--- config.mk ---
export PLATFORM = sky130hd
export DESIGN_NAME = pwm16_gen
export DESIGN_NICKNAME = d
export VERILOG_FILES = /design/src/pwm16_pkg.sv /design/src/pwm16_gen.sv
export SDC_FILE = /design/constraint.sdc
export NUM_CORES = 1
export LEC_CHECK = 0
export BUFFER_PORTS_ARGS = -buffer_cell sky130_fd_sc_hd__clkbuf_2
export CAP_MARGIN = 20
export CORE_MARGIN = 2
export CORE_UTILIZATION = 52
export DETAILED_ROUTE_END_ITERATION = 12
export GPL_ROUTABILITY_DRIVEN = 0
export GPL_TIMING_DRIVEN = 0
export PLACE_DENSITY = 0.77
export SETUP_SLACK_MARGIN = 0.02
export SLEW_MARGIN = 5
export SYNTH_ARGS = -nofsm -noshare
export SYNTH_HDL_FRONTEND = slang
export SYNTH_SLANG_ARGS = --single-unit
--- constraint.sdc ---
create_clock -name CLK -period 2.95 [get_ports CLK]
set_input_delay 0.4425 -clock CLK [delete_from_list [all_inputs] [get_ports CLK]]
set_output_delay 0.4425 -clock CLK [all_outputs]
set_load 0.1 [all_outputs]
--- src/pwm16_pkg.sv ---
// constants and types for the cascaded sixteen-bit pwm generator
// Operation
// RL1 - two 8-bit counters form one 16-bit counter
// RL2 - count internal prescaled clock or external pin
// RL3 - duty match inverts flip-flop, counter keeps running
// RL4 - overflow inverts again, clears, raises period irq
// RL5 - external count levels last two machine cycles
// RL6 - flip-flop loads init bit, resets to zero
// RL7 - output pin is inverse of flip-flop
// RL8 - running: duty buffered until period irq
// RL9 - stopped: duty transferred right after write
// RL10 - software writes low byte then high byte
// RL11 - duty read returns active value until transfer
// RL12 - software sets port latch to one
// RL13 - software writes duty right after irq
// RL14 - stop holds pin; change init after stop
// RL15 - clear bit3 stops, then bit7 forces high
// RL16 - stop counter before entering stop mode
// RL17 - clock select list, divider bit, slow limits
// RL18 - start bit set begins counting and matching
// RL19 - count zero to all-ones, period 65536
package pwm16_pkg;
  // register byte offsets
  localparam logic [7:0] LOWER_CTRL_OFS = 8'h00;
  localparam logic [7:0] UPPER_CTRL_OFS = 8'h04;
  localparam logic [7:0] DUTY_LOW_OFS = 8'h08;
  localparam logic [7:0] DUTY_HIGH_OFS = 8'h0C;
  localparam logic [7:0] STATUS_OFS = 8'h10;
  localparam logic [7:0] SYS_CFG_OFS = 8'h14;
  // field positions
  localparam int SEL_LSB = 4;
  localparam int START_BIT = 3;
  localparam int INIT_BIT = 7;
  localparam int DIVSEL_BIT = 0;
  localparam int SLOW_BIT = 1;
  localparam int STAT_RUN_BIT = 16;
  localparam int STAT_FF_BIT = 17;
  // reset values, and the all-ones top of the counter
  localparam logic [7:0] CTRL_RST = 8'h00;
  localparam logic [15:0] DUTY_RST = 16'h0000;
  localparam logic [15:0] CNT_MAX = 16'hFFFF;
  // prescaler taps, as log2 of the divide ratio
  localparam int PRE_W = 11;
  localparam int DIV_A = 11;
  localparam int DIV_B = 7;
  localparam int DIV_C = 5;
  localparam int DIV_D = 3;
  localparam int LOW_DIV = 3;
  // counting clock choices
  typedef enum logic [2:0]
  {
    SRC_DIV_A = 3'b000,
    SRC_DIV_B = 3'b001,
    SRC_DIV_C = 3'b010,
    SRC_DIV_D = 3'b011,
    SRC_LOW = 3'b100,
    SRC_HALF = 3'b101,
    SRC_HIGH = 3'b110,
    SRC_EXT = 3'b111
  } src_sel_t;
endpackage : pwm16_pkg

--- src/pwm16_gen.sv ---
// cascaded sixteen-bit pwm generator with apb register access
//
// Local design decisions: the placing of the registers and the APB interface to the registers.
`timescale 1ns/1ps
`default_nettype none
module pwm16_gen
(
  // clock, reset, enable
  input wire logic CLK,
  input wire logic RST,
  input wire logic CE,
  // apb slave
  input wire logic PSEL,
  input wire logic PENABLE,
  input wire logic PWRITE,
  input wire logic [7:0] PADDR,
  input wire logic [31:0] PWDATA,
  output logic [31:0] PRDATA,
  output logic PREADY,
  output logic PSLVERR,
  // clock and count sources, synchronous levels
  input wire logic LOW_CLK,
  input wire logic COUNT_IN,
  // pwm pin and period event
  output logic PWM_OUT_N,
  output logic PERIOD_IRQ
);
  import pwm16_pkg::*;

  // all-ones test on the low bits of the prescaler
  function automatic logic tap(input logic [PRE_W-1:0] p, input int n);
    logic r;
    r = 1'b1;
    for (int i = 0; i < PRE_W; i++)
      if (i < n)
        r = r & p[i];
    return r;
  endfunction : tap

  logic [7:0] lower_timer_ctrl_q, lower_timer_ctrl_d;
  logic [7:0] upper_timer_ctrl_q, upper_timer_ctrl_d;
  logic [1:0] sys_cfg_q, sys_cfg_d;
  logic [7:0] buf_low_q, buf_low_d;
  logic [7:0] buf_high_q, buf_high_d;
  logic [15:0] duty_q, duty_d;
  logic pend_q, pend_d;
  logic [31:0] prdata_q, prdata_d;
  logic pready_q, pready_d;
  logic slverr_q, slverr_d;
  logic [15:0] cnt_q, cnt_d;
  logic ff_q, ff_d;
  logic out_n_q, out_n_d;
  logic irq_q, irq_d;
  logic [PRE_W-1:0] pre_q, pre_d;
  logic [LOW_DIV-1:0] lowdiv_q, lowdiv_d;
  logic low_prev_q, low_prev_d;
  logic ext_prev_q, ext_prev_d;

  logic done, wr, hit, run, run_new;
  logic low_tick, ext_tick, tick, ovf, match;
  src_sel_t sel;

  // transfer completes at the edge where pready is seen high
  assign done = PSEL & PENABLE & pready_q;
  assign wr = done & PWRITE;
  assign hit = (PADDR == LOWER_CTRL_OFS) | (PADDR == UPPER_CTRL_OFS) |
    (PADDR == DUTY_LOW_OFS) | (PADDR == DUTY_HIGH_OFS) |
    (PADDR == STATUS_OFS) | (PADDR == SYS_CFG_OFS);
  assign run = upper_timer_ctrl_q[START_BIT];
  assign run_new = upper_timer_ctrl_d[START_BIT];
  assign sel = src_sel_t'(lower_timer_ctrl_q[SEL_LSB +: 3]);

  // apb registers; one wait state so read data comes from a flop
  always_comb
  begin
    lower_timer_ctrl_d = lower_timer_ctrl_q;
    upper_timer_ctrl_d = upper_timer_ctrl_q;
    sys_cfg_d = sys_cfg_q;
    buf_low_d = buf_low_q;
    buf_high_d = buf_high_q;
    pready_d = PSEL & PENABLE & ~pready_q;
    slverr_d = PSEL & PENABLE & ~pready_q & ~hit;
    prdata_d = prdata_q;
    if (PSEL & PENABLE & ~pready_q & ~PWRITE)
    begin
      unique case (PADDR)
        LOWER_CTRL_OFS: prdata_d = {24'h000000, lower_timer_ctrl_q};
        UPPER_CTRL_OFS: prdata_d = {24'h000000, upper_timer_ctrl_q};
        // active value shows until the period transfer
        DUTY_LOW_OFS: prdata_d = {24'h000000, duty_q[7:0]}; // RL11
        DUTY_HIGH_OFS: prdata_d = {24'h000000, duty_q[15:8]}; // RL11
        STATUS_OFS: prdata_d = {14'h0, ff_q, run, cnt_q};
        SYS_CFG_OFS: prdata_d = {30'h0, sys_cfg_q};
        default: prdata_d = 32'h00000000;
      endcase
    end
    if (wr)
    begin
      unique case (PADDR)
        LOWER_CTRL_OFS: lower_timer_ctrl_d = PWDATA[7:0];
        UPPER_CTRL_OFS: upper_timer_ctrl_d = PWDATA[7:0]; // RL18 RL15
        // low byte first, high byte completes the pair
        DUTY_LOW_OFS: buf_low_d = PWDATA[7:0]; // RL10
        DUTY_HIGH_OFS: buf_high_d = PWDATA[7:0]; // RL10
        SYS_CFG_OFS: sys_cfg_d = PWDATA[1:0];
        default: ;
      endcase
    end
  end

  // bus side registers, frozen with the rest while ce is low
  always_ff @(posedge CLK or posedge RST)
  begin
    if (RST)
    begin
      lower_timer_ctrl_q <= CTRL_RST;
      upper_timer_ctrl_q <= CTRL_RST;
      sys_cfg_q <= 2'h0;
      buf_low_q <= DUTY_RST[7:0];
      buf_high_q <= DUTY_RST[15:8];
      pready_q <= 1'b0;
      slverr_q <= 1'b0;
      prdata_q <= 32'h00000000;
    end
    else if (CE)
    begin
      lower_timer_ctrl_q <= lower_timer_ctrl_d;
      upper_timer_ctrl_q <= upper_timer_ctrl_d;
      sys_cfg_q <= sys_cfg_d;
      buf_low_q <= buf_low_d;
      buf_high_q <= buf_high_d;
      pready_q <= pready_d;
      slverr_q <= slverr_d;
      prdata_q <= prdata_d;
    end
  end

  // clock select; slow mode blocks every high-clock choice
  always_comb
  begin
    low_tick = LOW_CLK & ~low_prev_q;
    ext_tick = ~COUNT_IN & ext_prev_q; // RL2
    unique case (sel)
      SRC_DIV_A: tick = sys_cfg_q[DIVSEL_BIT] ?
        (low_tick & (&lowdiv_q)) : // RL17
        (~sys_cfg_q[SLOW_BIT] & tap(pre_q, DIV_A));
      SRC_DIV_B: tick = ~sys_cfg_q[SLOW_BIT] & tap(pre_q, DIV_B); // RL17
      SRC_DIV_C: tick = ~sys_cfg_q[SLOW_BIT] & tap(pre_q, DIV_C);
      SRC_DIV_D: tick = ~sys_cfg_q[SLOW_BIT] & tap(pre_q, DIV_D);
      SRC_LOW: tick = low_tick; // RL17
      SRC_HALF: tick = ~sys_cfg_q[SLOW_BIT] & pre_q[0];
      SRC_HIGH: tick = ~sys_cfg_q[SLOW_BIT]; // RL17
      SRC_EXT: tick = ext_tick; // RL2
    endcase
    match = cnt_q == duty_q;
    ovf = cnt_q == CNT_MAX; // RL19
  end

  // cascaded counter, output flip-flop and duty transfer
  always_comb
  begin
    pre_d = pre_q + 1'b1;
    low_prev_d = LOW_CLK;
    ext_prev_d = COUNT_IN;
    lowdiv_d = lowdiv_q + {{(LOW_DIV-1){1'b0}}, low_tick};
    cnt_d = cnt_q;
    ff_d = ff_q;
    irq_d = 1'b0;
    duty_d = duty_q;
    pend_d = pend_q;
    if (wr && PADDR == DUTY_HIGH_OFS)
    begin
      if (run)
        pend_d = 1'b1; // RL8
      else
        duty_d = {PWDATA[7:0], buf_low_q}; // RL9
    end
    if (run && tick)
    begin
      // one 16-bit counter, not two chained bytes with a carry delay
      cnt_d = ovf ? 16'h0000 : cnt_q + 16'h0001; // RL1 RL4 RL19
      ff_d = ff_q ^ match ^ ovf; // RL3 RL4
      if (ovf)
      begin
        irq_d = 1'b1; // RL4
        // a high-byte write in this very cycle joins the transfer with its new byte
        if (pend_q | pend_d)
        begin
          duty_d = {buf_high_d, buf_low_d}; // RL8
          pend_d = 1'b0;
        end
      end
    end
    // stopped writes reload the flip-flop, but not the stopping write
    if (wr && PADDR == UPPER_CTRL_OFS && !run && !run_new)
      ff_d = upper_timer_ctrl_d[INIT_BIT]; // RL6 RL14 RL15
    if (wr && PADDR == UPPER_CTRL_OFS && !run && run_new)
    begin
      ff_d = upper_timer_ctrl_d[INIT_BIT]; // RL6 RL18
      cnt_d = 16'h0000;
    end
    out_n_d = ~ff_d; // RL7
  end

  // ce low acts as a halted clock, so the pin cannot glitch
  always_ff @(posedge CLK or posedge RST)
  begin
    if (RST)
    begin
      pre_q <= '0;
      lowdiv_q <= '0;
      low_prev_q <= 1'b0;
      ext_prev_q <= 1'b0;
      cnt_q <= 16'h0000;
      ff_q <= 1'b0; // RL6
      out_n_q <= 1'b1; // RL7
      irq_q <= 1'b0;
      duty_q <= DUTY_RST;
      pend_q <= 1'b0;
    end
    else if (CE) // RL16
    begin
      pre_q <= pre_d;
      lowdiv_q <= lowdiv_d;
      low_prev_q <= low_prev_d;
      ext_prev_q <= ext_prev_d;
      cnt_q <= cnt_d;
      ff_q <= ff_d;
      out_n_q <= out_n_d;
      irq_q <= irq_d;
      duty_q <= duty_d;
      pend_q <= pend_d;
    end
  end

  assign PRDATA = prdata_q;
  assign PREADY = pready_q;
  assign PSLVERR = slverr_q;
  assign PWM_OUT_N = out_n_q;
  assign PERIOD_IRQ = irq_q;

  // checks
  pin_inverse_a: assert property (@(posedge CLK) disable iff (RST) // RL7
    PWM_OUT_N == ~ff_q)
    else $error("pwm pin not inverse of flip-flop");
  match_toggle_a: assert property (@(posedge CLK) disable iff (RST) // RL3
    CE && run && tick && match && !ovf && !wr |=>
      ff_q != $past(ff_q) && cnt_q == $past(cnt_q) + 16'h0001)
    else $error("duty match did not toggle");
  ovf_clear_a: assert property (@(posedge CLK) disable iff (RST) // RL4
    CE && run && tick && ovf && !wr |=> cnt_q == 16'h0000 && PERIOD_IRQ)
    else $error("overflow did not clear and signal");
  irq_cause_a: assert property (@(posedge CLK) disable iff (RST) // RL4
    PERIOD_IRQ |-> $past(ovf) && $past(run))
    else $error("period irq without overflow");
  stop_hold_a: assert property (@(posedge CLK) disable iff (RST) // RL14
    CE && !run && !wr |=> ff_q == $past(ff_q) && cnt_q == $past(cnt_q))
    else $error("stopped counter moved");
  stopped_load_a: assert property (@(posedge CLK) disable iff (RST) // RL9
    CE && !run && wr && PADDR == DUTY_HIGH_OFS |=>
      duty_q == {$past(PWDATA[7:0]), $past(buf_low_q)})
    else $error("stopped duty not loaded");
  run_buffer_a: assert property (@(posedge CLK) disable iff (RST) // RL8
    CE && run && !(tick && ovf) |=> duty_q == $past(duty_q))
    else $error("running duty changed off period");
  init_load_a: assert property (@(posedge CLK) disable iff (RST) // RL15
    CE && !run && wr && PADDR == UPPER_CTRL_OFS && !PWDATA[START_BIT]
      |=> ##1 PWM_OUT_N == ~$past(PWDATA[INIT_BIT], 2))
    else $error("init bit not on pin");
  apb_wait_a: assert property (@(posedge CLK) disable iff (RST)
    CE && PSEL && !PENABLE ##1 CE && PSEL && PENABLE |=> PREADY)
    else $error("apb answer late");
  irq_pulse_a: assert property (@(posedge CLK) disable iff (RST) // RL4
    CE && PERIOD_IRQ |=> !PERIOD_IRQ)
    else $error("period irq longer than one cycle");
  start_load_a: assert property (@(posedge CLK) disable iff (RST) // RL18
    CE && !run && wr && PADDR == UPPER_CTRL_OFS && PWDATA[START_BIT]
      |=> ff_q == $past(PWDATA[INIT_BIT]) && cnt_q == 16'h0000)
    else $error("start did not load flip-flop and clear count");
  stop_keep_a: assert property (@(posedge CLK) disable iff (RST) // RL14
    CE && run && !tick && wr && PADDR == UPPER_CTRL_OFS &&
      !PWDATA[START_BIT] |=> ff_q == $past(ff_q))
    else $error("stop write moved the flip-flop");
  run_count_a: assert property (@(posedge CLK) disable iff (RST) // RL1
    CE && run && tick && !ovf && !wr |=> cnt_q == $past(cnt_q) + 16'h0001)
    else $error("counter did not advance on tick");
  slow_hold_a: assert property (@(posedge CLK) disable iff (RST) // RL17
    CE && run && sys_cfg_q[SLOW_BIT] && (sel == SRC_HIGH || sel == SRC_HALF)
      && !wr |=> cnt_q == $past(cnt_q))
    else $error("slow mode let a high-clock source count");
  pend_set_a: assert property (@(posedge CLK) disable iff (RST) // RL8
    CE && run && wr && PADDR == DUTY_HIGH_OFS && !(tick && ovf) |=> pend_q)
    else $error("running high write not held for period");
  duty_transfer_a: assert property (@(posedge CLK) disable iff (RST) // RL8
    CE && run && tick && ovf && pend_q && !wr
      |=> duty_q == {$past(buf_high_q), $past(buf_low_q)})
    else $error("buffered duty not moved at period end");
  ext_edge_a: assert property (@(posedge CLK) disable iff (RST) // RL2
    CE && run && sel == SRC_EXT && !COUNT_IN && ext_prev_q && !ovf && !wr
      |=> cnt_q == $past(cnt_q) + 16'h0001)
    else $error("external falling edge not counted");
  unmapped_err_a: assert property (@(posedge CLK) disable iff (RST)
    CE && PSEL && PENABLE && !PREADY && !hit |=> PSLVERR && PREADY)
    else $error("unmapped address not refused");
endmodule : pwm16_gen
`default_nettype wire

==> metrics.yaml <==
status: "complete, no violations"
path_class: "reg -> reg"
synth_edf_count: 0
maxSlewViolCount: 0
final_cell_mix: "105 x dfrtp_1, 49 x nand2_1, 48 x clkbuf_2"
period_share_pct: 94.26
drc: 0
core-area_mm2: 0.01032
fin_crit_ns: 2.781
die-area_mm2: 0.01151
final_common_cell: "dfrtp_1"
grt.overflow.total: 0
hold_slack_ns: 0.1632
start_util_pct: 53.71
synthCells: 547
postRouteAntennaNets: 0
synth_ff_type: "dfrtp_1"
timing.rr.end: "cnt_q[3]$_DFFE_PP0P_"
drive_above_1_share_pct: 22.28
dr.pass1.iters: 5
placed_cell_area_mm2: 0.006035
critPathArrivalTime_ns: 3.09
routed-via-count: 4584
rrSetupSlack_ns: 0.17
port_buffers: 44
cts.sinks: 106
finalSetupViolCount: 0
clkLatencyLatePin_ns: 0.37
synthTopCellsByArea: "dfrtp_1 47%, mux2_2 8.1%, xor2_1 3.8%, nand2_1 3.3%, nor2_1 3.1%"
instances_no_fill: 760
p_per_area_mw_per_mm2: 498.2
finalClockSkew_ns: 0.01148
drt_iter0_markers: 310
cts_inserted_buffers: 9
fin_util_pct: 60.78
h-tree-depth: 3
antenna_cells: 0
ff2ff_path_depth: 8
p_leak_nw: 2.987
io_pins: 84
antenna_found_initial: 0
r2r-start: "lower_timer_ctrl_q[5]$_DFFE_PP0P_"
crit_fanout: 10
slew_headroom_pct: 38.42
yosys.area.top_type: "dfrtp_1"
async_flop_share_pct: 100.0
cts.reportedPaths.clkPinSlew_ns: 0.11
die_h_um: 107.3
syn-cell-area_mm2: 0.005545
vdd_ir_drop_max_mv: 0.3442
rows: 37
fin_setup_tns_ns: 0
dieWidth_um: 107.3
dp.cells: 742
cap_viol_max_count: 0
drt_wl_total_um: 13970
start_kind: "flip-flop"
nNetsFinal: 672
yosysTopAreaCellShare_pct: 47.38
yosysUniqueCellTypes: 57
clock-root-buffer: "clkbuf_8"
fmax_mhz: 359.6
syn_to_final_growth_pct: 13.15
grt_max_degree: 40
avgSynthCellArea_um2: 10.14
dp_hpwl_um: 10570
cts_buffer_depth: 2
hp-class: "in -> async"
endpoint: "cnt_q[3]$_DFFE_PP0P_"
rsz0062_at_grt: "false"
hold_viol: 0
seq_area_frac_synth_pct: 47.86
cts_tree: "yes"
tightest_slew_ns: 0.9161
grt_pass1_vias: 4424
ctsHoldBuffers: 0
critPathCaptureType: "flip-flop"
synth-warning-count: 0
track_usage_pct: 25.27
via_per_inst: 6.032
grt_pass1_wl_um: 22500
ys_ff_latch: 106
crit_required_ns: 3.26
critPathLaunch: "lower_timer_ctrl_q[5]$_DFFE_PP0P_"
design_area_mm2: 0.006275
wl_per_cell_um: 18.38
[cells in the mapped netlist, types with 3 or more instances]
| cell | instances |
|---|---|
| mux2i_1 | 17 |
| nor2b_1 | 4 |
| nand3_1 | 24 |
| a221oi_1 | 6 |
| nor2_1 | 46 |
| and4_1 | 3 |
| a31oi_1 | 12 |
| nor4_1 | 9 |
| xor2_1 | 24 |
| clkbuf_1 | 25 |
| o22ai_1 | 15 |
| mux2_2 | 40 |
| a21o_1 | 3 |
| xnor2_1 | 7 |
| o31ai_1 | 6 |
| or4_1 | 11 |
| buf_4 | 14 |
| o21ai_0 | 13 |
| dfrtp_1 | 105 |
| ha_1 | 5 |
| o2bb2ai_1 | 3 |
| and3_1 | 5 |
| nand2_1 | 49 |
| nor3_1 | 15 |
| inv_1 | 8 |
| a211oi_1 | 11 |
| nand4_1 | 16 |
| or3_1 | 3 |
| a21oi_1 | 12 |
| nand2b_1 | 3 |
| or2_2 | 3 |
[per-layer routing]
layer / up-vias / wire length, µm / track usage, % / share of wire, %
met4: 0 / 443 / 9.091 / 3.2
li1: 2124 / - / - / -
met1: 2194 / 5758 / 34.42 / 41
met3: 36 / 1196 / 4.722 / 8.6
met5: - / 0 / 0 / 0
met2: 230 / 6569 / 40.55 / 47
[report_power, final]
part | switching [mW] | total, mW | internal (mW)
combinational | 0.465 | 0.628 | 0.162
clock | 0.529 | 0.853 | 0.324
sequential | 0.0914 | 1.65 | 1.55
total | 1.09 | 3.13 | 2.04
[per-stage QoR]
step	total power [mW]	setup WS, ns
6_report	3.126	0.1692
4_1_cts	3.148	0.1091
2_1_floorplan	2.156	0.3227
5_1_grt	3.254	0.02890
3_3_place_gp	2.262	-0.2416
3_5_place_dp	2.304	-0.2403
[final cells by class]
class | instances | area, µm²
Clock inverter | 7 | 61.31
Fill cell | 865 | 4049
Buffer | 40 | 205.2
Timing Repair Buffer | 49 | 277.8
Sequential cell | 106 | 2654
Clock buffer | 9 | 123.9
Inverter | 9 | 37.54
Tap cell | 136 | 170.2
Multi-Input combinational cell | 404 | 2745
[logic make-up (layout without fill, tap and decap cells)]
kind of cell,Yosys count,after routing,synth area share (%)
simple gates,205,205,19.36
flops,106,106,47.86
compound gates,92,92,11.15
mux,57,57,11.19
buf+inv,50,114,4.354
xor+xnor,31,31,4.896
fa+ha+maj,5,5,1.128
other cells,1,14,0.06762
[critical path, cell delays in order (launching register included)]
cell and delay, ns:
dfrtp_1 0.37, clkbuf_1 0.23, nor2b_1 0.22, a2111oi_2 0.57, nor3_2 0.24, a21oi_2 0.36
clkbuf_1 0.42, o21ai_0 0.17, a21oi_1 0.14
[state kept, by name, summed over array words and instances (netlist names), 8 cells and up, named ones only]
register and count:
pre_q 11, buf_high_q 8, upper_timer_ctrl_q 8, buf_low_q 8, cnt_q 16, duty_q 16
lower_timer_ctrl_q 8, PRDATA 18
[worst min-delay path by stage]
stage | endpoint | cells past startpoint | slack, ns
2_1_floorplan | lowdiv_q[2]$_DFFE_PP0P_ | 1 | 0.44
3_3_place_gp | PRDATA[16]$_DFFE_PP0P_ | 2 | 0.45
3_5_place_dp | PRDATA[15]$_DFFE_PP0P_ | 2 | 0.46
4_1_cts | buf_high_q[4]$_DFFE_PP0P_ | 2 | 0.18
5_1_grt | buf_low_q[2]$_DFFE_PP0P_ | 2 | 0.22
6_report | buf_low_q[2]$_DFFE_PP0P_ | 2 | 0.16
[timing repair]
action / in CTS / in global routing
buffers inserted: 0 / 1
gates resized for setup: 5 / 4
gates cloned: 0 / 0
endpoints found under the setup margin: 25 / 18
pin swaps: 0 / 1
(Power assumes the default switching activity.)
